$ cat src/rtl/scr_map.vh
// constant map for the serial character receiver
`ifndef SCR_MAP_VH
`define SCR_MAP_VH
// =============================================================
// data width and frame options
`define SCR_DATA_W 8
`define SCR_LEN5 5
`define SCR_LEN8 8
// stop length select codes, one per length in units
`define SCR_STOP_1U 2'h0
`define SCR_STOP_15U 2'h1
`define SCR_STOP_2U 2'h2
// =============================================================
// timing: half units per stop code, clock pulse rate limits
`define SCR_HALF_1U 4'h2
`define SCR_HALF_15U 4'h3
`define SCR_HALF_2U 4'h4
`define SCR_SYS_CLK_HZ 100000000
`define SCR_PULSE_NS 400
`define SCR_CLK_PERIOD_NS 10
`define SCR_PULSE_CYC (`SCR_PULSE_NS / `SCR_CLK_PERIOD_NS)
`endif

$ cat src/rtl/scr_shift.v
// data assembly register for the serial character receiver
`default_nettype none
// =============================================================
// shift register: first bit received ends in bit 1 (lsb)
module scr_shift
#(
  parameter WIDTH = 8
)
(
  input wire clk_in,
  input wire nrst_in,
  input wire clear_in,
  input wire shift_in,
  input wire bit_in,
  input wire five_in,
  input wire load_in,
  output reg [WIDTH-1:0] char_out
);
  reg [WIDTH-1:0] sh;
  wire [WIDTH-1:0] next_sh;
  // load meets the final shift, so it must take the shifted word
  assign next_sh = shift_in ? {bit_in, sh[WIDTH-1:1]} : sh;
  // shift in from the top, align on load
  always @(posedge clk_in)
  begin
    if (!nrst_in || clear_in)
    begin
      sh <= {WIDTH{1'b0}};
      char_out <= {WIDTH{1'b0}};
    end
    else
    begin
      sh <= next_sh;
      if (load_in)
      begin
        if (five_in)
          char_out <= {{(WIDTH-5){1'b0}}, next_sh[WIDTH-1:WIDTH-5]};
        else
          char_out <= next_sh;
      end
    end
  end
endmodule // scr_shift
`default_nettype wire

$ cat src/rtl/scr_receiver.v
// serial to parallel character receiver, top level
`include "scr_map.vh"
`default_nettype none
// =============================================================
// Overview of operation
// - five or eight data bits, stop of one, one and half, two units
// - start and stop stripped, only data bits delivered in parallel
// - mark line level is one, space level is zero
// - first received bit lands in bit 1, lsb first
// - line watched always; start turns on clock enable and syncs
// - after last data bit the ready flag sets and shows out
// - inhibit input forces clock enable off; keep stable in frame
// - clear input level or pulse clears flag; level blocks setting
// - gated ready is flag and gate input together
// - read pulse makes each one bit output pulse
// - read held steady shows stored bits as levels
// - init input resets internal state
module scr_receiver
(
  // clock and reset
  input wire CLK_IN,
  input wire NRST_IN,
  // configuration
  input wire FIVE_BIT_IN,
  input wire [1:0] STOP_SEL_IN,
  // serial side: line high is mark, external bit clock pulse
  input wire SERIAL_IN,
  input wire BIT_CLK_IN,
  output reg CLK_ENABLE_OUT,
  // host side controls
  input wire INHIBIT_IN,
  input wire FLAG_CLEAR_IN,
  input wire FLAG_GATE_IN,
  input wire READ_IN,
  input wire INIT_IN,
  // host side results
  output reg READY_OUT,
  output reg GATED_READY_OUT,
  output reg [`SCR_DATA_W-1:0] DATA_OUT
);
  localparam ST_IDLE = 2'h0;
  localparam ST_START = 2'h1;
  localparam ST_DATA = 2'h2;
  localparam ST_STOP = 2'h3;
  // =============================================================
  // input synchronisers
  reg [1:0] ser_s;
  reg [1:0] clk_s;
  reg [1:0] inh_s;
  reg [1:0] clr_s;
  reg [1:0] gate_s;
  reg [1:0] rd_s;
  reg [1:0] init_s;
  reg clk_d;
  always @(posedge CLK_IN)
  begin
    if (!NRST_IN)
    begin
      ser_s <= 2'h3;
      clk_s <= 2'h0;
      inh_s <= 2'h0;
      clr_s <= 2'h0;
      gate_s <= 2'h0;
      rd_s <= 2'h0;
      init_s <= 2'h0;
      clk_d <= 1'b0;
    end
    else
    begin
      ser_s <= {ser_s[0], SERIAL_IN};
      clk_s <= {clk_s[0], BIT_CLK_IN};
      inh_s <= {inh_s[0], INHIBIT_IN};
      clr_s <= {clr_s[0], FLAG_CLEAR_IN};
      gate_s <= {gate_s[0], FLAG_GATE_IN};
      rd_s <= {rd_s[0], READ_IN};
      init_s <= {init_s[0], INIT_IN};
      clk_d <= clk_s[1];
    end
  end
  wire line = ser_s[1];
  wire tick = clk_s[1] & ~clk_d; // one pulse per bit clock rising edge
  wire init = init_s[1];
  // =============================================================
  // receive sequencer
  reg [1:0] state;
  reg [3:0] bits;
  reg [3:0] half;
  reg flag;
  wire [3:0] last_bit = FIVE_BIT_IN ? 4'h5 : 4'h8;
  wire [`SCR_DATA_W-1:0] rx_char;
  reg shift;
  reg done;
  // stop length in half units
  function [3:0] stop_halves;
    input [1:0] sel;
    begin
      case (sel)
        `SCR_STOP_1U: stop_halves = `SCR_HALF_1U;
        `SCR_STOP_15U: stop_halves = `SCR_HALF_15U;
        default: stop_halves = `SCR_HALF_2U;
      endcase
    end
  endfunction
  // state machine stepping on bit clock pulses
  always @(posedge CLK_IN)
  begin
    shift <= 1'b0;
    done <= 1'b0;
    if (!NRST_IN || init)
    begin
      state <= ST_IDLE;
      bits <= 4'h0;
      half <= 4'h0;
    end
    else
    begin
      case (state)
        ST_IDLE:
        begin
          if (!line && !inh_s[1])
          begin
            state <= ST_START;
            half <= 4'h0;
          end
        end
        ST_START:
        begin
          if (tick)
          begin
            if (line)
              state <= ST_IDLE;
            else
            begin
              state <= ST_DATA;
              half <= 4'h0;
              bits <= 4'h0;
            end
          end
        end
        ST_DATA:
        begin
          if (tick)
          begin
            half <= half + 4'h1;
            if (half[0])
            begin
              shift <= 1'b1;
              bits <= bits + 4'h1;
              if (bits + 4'h1 == last_bit)
              begin
                state <= ST_STOP;
                half <= 4'h0;
                done <= 1'b1;
              end
            end
          end
        end
        ST_STOP:
        begin
          // stop time counted out
          // last data unit's second half, then the whole stop element;
          // going idle sooner would let a low last bit look like a start
          if (tick)
          begin
            half <= half + 4'h1;
            if (half == stop_halves(STOP_SEL_IN))
              state <= ST_IDLE;
          end
        end
        default: state <= ST_IDLE;
      endcase
    end
  end
  // =============================================================
  // data assembly, lsb first aligned to bit 1
  scr_shift #(.WIDTH(`SCR_DATA_W)) u_shift
  (
    .clk_in(CLK_IN),
    .nrst_in(NRST_IN),
    .clear_in(init),
    .shift_in(shift),
    .bit_in(line),
    .five_in(FIVE_BIT_IN),
    .load_in(done),
    .char_out(rx_char)
  );
  // =============================================================
  // ready flag: a clear level held high blocks setting
  always @(posedge CLK_IN)
  begin
    if (!NRST_IN || init)
      flag <= 1'b0;
    else
    begin
      if (done && !clr_s[1])
        flag <= 1'b1;
      else if (clr_s[1])
        flag <= 1'b0;
    end
  end
  // =============================================================
  // registered outputs
  always @(posedge CLK_IN)
  begin
    if (!NRST_IN)
    begin
      CLK_ENABLE_OUT <= 1'b0;
      READY_OUT <= 1'b0;
      GATED_READY_OUT <= 1'b0;
      DATA_OUT <= {`SCR_DATA_W{1'b0}};
    end
    else
    begin
      CLK_ENABLE_OUT <= (state != ST_IDLE) && !inh_s[1] && !init;
      READY_OUT <= flag;
      GATED_READY_OUT <= flag & gate_s[1];
      DATA_OUT <= rd_s[1] ? rx_char : {`SCR_DATA_W{1'b0}};
    end
  end
endmodule // scr_receiver
`default_nettype wire

$ cat config.mk
export PLATFORM = sky130hd
export DESIGN_NAME = scr_receiver
export DESIGN_NICKNAME = d
export VERILOG_FILES = /design/src/rtl/scr_shift.v /design/src/rtl/scr_receiver.v
export VERILOG_INCLUDE_DIRS = /design/src /design/src/rtl
export SDC_FILE = /design/constraint.sdc
export NUM_CORES = 1
export LEC_CHECK = 0
export BUFFER_PORTS_ARGS = -buffer_cell sky130_fd_sc_hd__buf_4
export CORE_MARGIN = 2
export CORE_UTILIZATION = 38
export CTS_BUF_LIST = sky130_fd_sc_hd__clkbuf_8
export DETAILED_ROUTE_END_ITERATION = 6
export MAX_ROUTING_LAYER = met4
export SLEW_MARGIN = 20
export SYNTH_ARGS = -nofsm -noshare
export SYNTH_HDL_FRONTEND = slang
export SYNTH_SLANG_ARGS = --single-unit
$ cat constraint.sdc
create_clock -name CLK_IN -period 2.64 [get_ports CLK_IN]
set_clock_uncertainty 0.05 [all_clocks]
set_input_delay 0.528 -clock CLK_IN [delete_from_list [all_inputs] [get_ports CLK_IN]]
set_output_delay 0.528 -clock CLK_IN [all_outputs]
set_load 0.03 [all_outputs]
==> flow_metrics.env <==
export IMPL_outcome="complete, no violations"
export IMPL_synth_top_area_cell="dfxtp_1"
export IMPL_wl_per_cell_um=12.4
export IMPL_diodes=0
export IMPL_hold_violations=0
export IMPL_fin_crit_sh_pct=76.3
export IMPL_syn2layout_area_growth_pct=15.8
export IMPL_drc_errors=0
export IMPL_dieArea_um2=6110
export IMPL_port_buffers=22
export IMPL_placed_cell_area_um2=2320
export IMPL_crit_fanout=6
export IMPL_cp_data_required_time_ns=2.79
export IMPL_ys_seq_area_share_pct=52.7
export IMPL_ir_drop_uv=348
export IMPL_synth_fp_nets=232
export IMPL_grt_util_all_layers_pct=13.8
export IMPL_hpwl_mm=2.63
export IMPL_core_area_um2=5410
export IMPL_max_slew_margin_rel_pct=66.1
export IMPL_clockBufferDepth=2
export IMPL_drtIter0Drc=79
export IMPL_cts_setup_buffers=0
export IMPL_fillCellCount=546
export IMPL_path_cells="ha_1, or3b_1, a311oi_1, o21ai_0, a211oi_1, nor3_1"
export IMPL_cpMaxStageDelayCell="dfxtp_1"
export IMPL_synthFlopType="dfxtp_1"
export IMPL_ys_ff_latch=55
export IMPL_holdCritPathClass="in -> reg"
export IMPL_first_pass_iters=4
export IMPL_hold_ws_ns=0.337
export IMPL_finalSetupViolCount=0
export IMPL_nNetsFinal=253
export IMPL_multi_input_area_um2=935
export IMPL_wirelength_mm=3.88
export IMPL_clock_latency_ns=0.31
export IMPL_netlist_area_um2=2090
export IMPL_seqCellArea_um2=1100
export IMPL_rsz0062_at_grt="no"
export IMPL_synthArstFlopShare_pct=0
export IMPL_cts_sinks=55
export IMPL_gp_congestion=0.855
export IMPL_slew_viol_final=0
export IMPL_grt_remaining_overflow=0
export IMPL_start_util_pct=38.7
export IMPL_final_area_um2=2420
export IMPL_drv_cap=0
export IMPL_synth_cells=218
export IMPL_ios=23
export IMPL_end_kind="flip-flop"
export IMPL_drive_gt1_share_pct=15.8
export IMPL_cts_tree="built"
export IMPL_path_class="reg -> reg"
export IMPL_cts_root_buf="clkbuf_8"
export IMPL_cts_clk_slew_worst_paths_ns=0.10
export IMPL_num_vias=1514
export IMPL_numCtsBuffers=5
export IMPL_grt_pass1_vias=1377
export IMPL_h_tree_depth=2
export IMPL_mostFrequentLayoutCell="dfxtp_1"
export IMPL_die_x_um=78.2
export IMPL_start_kind="flip-flop"
export IMPL_finalCriticalPeriod_ns=2.02
export IMPL_synth_edf_count=0
export IMPL_yosys_cell_types_count=39
export IMPL_setup_tns_final_ns=0
export IMPL_ys_warnings_count=0
export IMPL_power_density_nw_per_um2=580
export IMPL_viasPerCell=4.85
export IMPL_cts_resized=0
export IMPL_postSynthAreaPerCell_um2=9.59
export IMPL_final_cell_mix="dfxtp_1, buf_4, nor2_1"
export IMPL_fmax_mhz=496
export IMPL_grt_pass1_wl_mm=6.49
export IMPL_synth_area_top_cells="dfxtp_1, mux2i_1, and2_1"
export IMPL_tightest_slew_ns=0.509
export IMPL_antenna_left=0
export IMPL_grt_max_degree=28
export IMPL_die_h_um=78.2
export IMPL_synth_top_area_share_pct=52.7
export IMPL_num_rows=27
export IMPL_crit_arrival_ns=2.17
export IMPL_cts_hold_buf=0
export IMPL_antenna_found_initial=0
export IMPL_slowest_delay_ns=0.37
export IMPL_p_leak_nw=0.939
## Yosys cell counts (2+ instances only)
| master | n |
|---|---|
| buf_2 | 2 |
| and3_1 | 9 |
| nor2b_1 | 7 |
| nor3_1 | 8 |
| and2_1 | 14 |
| nand2_1 | 13 |
| o21a_1 | 2 |
| clkbuf_1 | 8 |
| nand3b_1 | 3 |
| or3_1 | 2 |
| a31oi_1 | 2 |
| a21oi_1 | 9 |
| o31a_1 | 2 |
| o311a_2 | 2 |
| nand3_1 | 3 |
| nand4b_1 | 2 |
| inv_1 | 3 |
| o21ai_0 | 9 |
| or2b_1 | 2 |
| mux2i_1 | 13 |
| dfxtp_1 | 55 |
| or3b_1 | 2 |
| xnor2_1 | 2 |
| mux2_2 | 2 |
| nand2b_1 | 5 |
| nor2_1 | 23 |
| ha_1 | 2 |
## area by class of cell
| cell class | instances | area share [%] |
|---|---|---|
| Clock buffer | 6 | 3.41 |
| Sequential cell | 55 | 45.5 |
| Tap cell | 72 | 3.72 |
| Multi-Input combinational cell | 149 | 38.6 |
| Timing Repair Buffer | 24 | 7.44 |
| Clock inverter | 2 | 0.724 |
| Inverter | 4 | 0.620 |
## path summary, 6_finish.rpt
path,startpoint,slack [ns],to,cells after the start
worst max register to register,bits[0]$_SDFFE_PP0P_,0.62,half[1]$_SDFFE_PP0P_,6
worst min register to register,clr_s[1]$_SDFF_PN0_,0.35,flag$_SDFFE_PP0P_,1
worst min-delay path,SERIAL_IN,0.34,ser_s[0]$_SDFF_PN1_,2
worst max-delay path,bits[0]$_SDFFE_PP0P_,0.62,half[1]$_SDFFE_PP0P_,6
## report_power, final
part | internal, mW | switching, mW | total (mW)
clock | 0.220 | 0.286 | 0.506
sequential | 0.840 | 0.00687 | 0.847
combinational | 0.0246 | 0.0267 | 0.0513
total | 1.09 | 0.319 | 1.40
## state kept, by name, summed over array words and instances, names as in the netlist, 2 cells and up, named ones only
register,flops
clk_s,2
ser_s,2
bits,4
inh_s,2
u_shift.char_out,8
init_s,2
rd_s,2
half,4
gate_s,2
clr_s,2
u_shift.sh,8
DATA_OUT,8
## kinds of logic after synthesis
family	synth area share (%)
muxes	7.30
DFF	52.7
xor gates and xnor gates	0.838
buffers and inverters	2.63
adders and majority gates	1.20
AOI/OAI and AO/OA	10.1
and+or+nand+nor	25.3
## routing by layer
layer	routed length, um	vias up	global-route usage [%]	part of all wire (%)
met1	1950	698	18.6	50
met3	163	5	4.37	4.2
met5	0	-	-	0
met2	1730	21	20.3	45
li1	-	790	-	-
met4	38	0	3.68	0.98
## through the flow
stage,std cells,util (%),setup WS [ns],total power [mW]
floorplan,218,-,0.797,0.894
global placement,304,42.9,0.724,0.918
detailed placement,304,42.9,0.644,0.919
CTS,312,44.8,0.626,1.42
global route,312,44.8,0.464,1.46
finish,312,44.8,0.625,1.40
## worst max-delay path: cells and delay by family, from the launching register on
family / cells / cell delay (ns)
AO/OA/AOI/OAI: 3 / 0.78
AND/OR/NAND/NOR: 2 / 0.43
flip-flops: 1 / 0.37
adder cells (fa/ha/maj): 1 / 0.28
No activity file was read; power rests on OpenSTA's default activity.
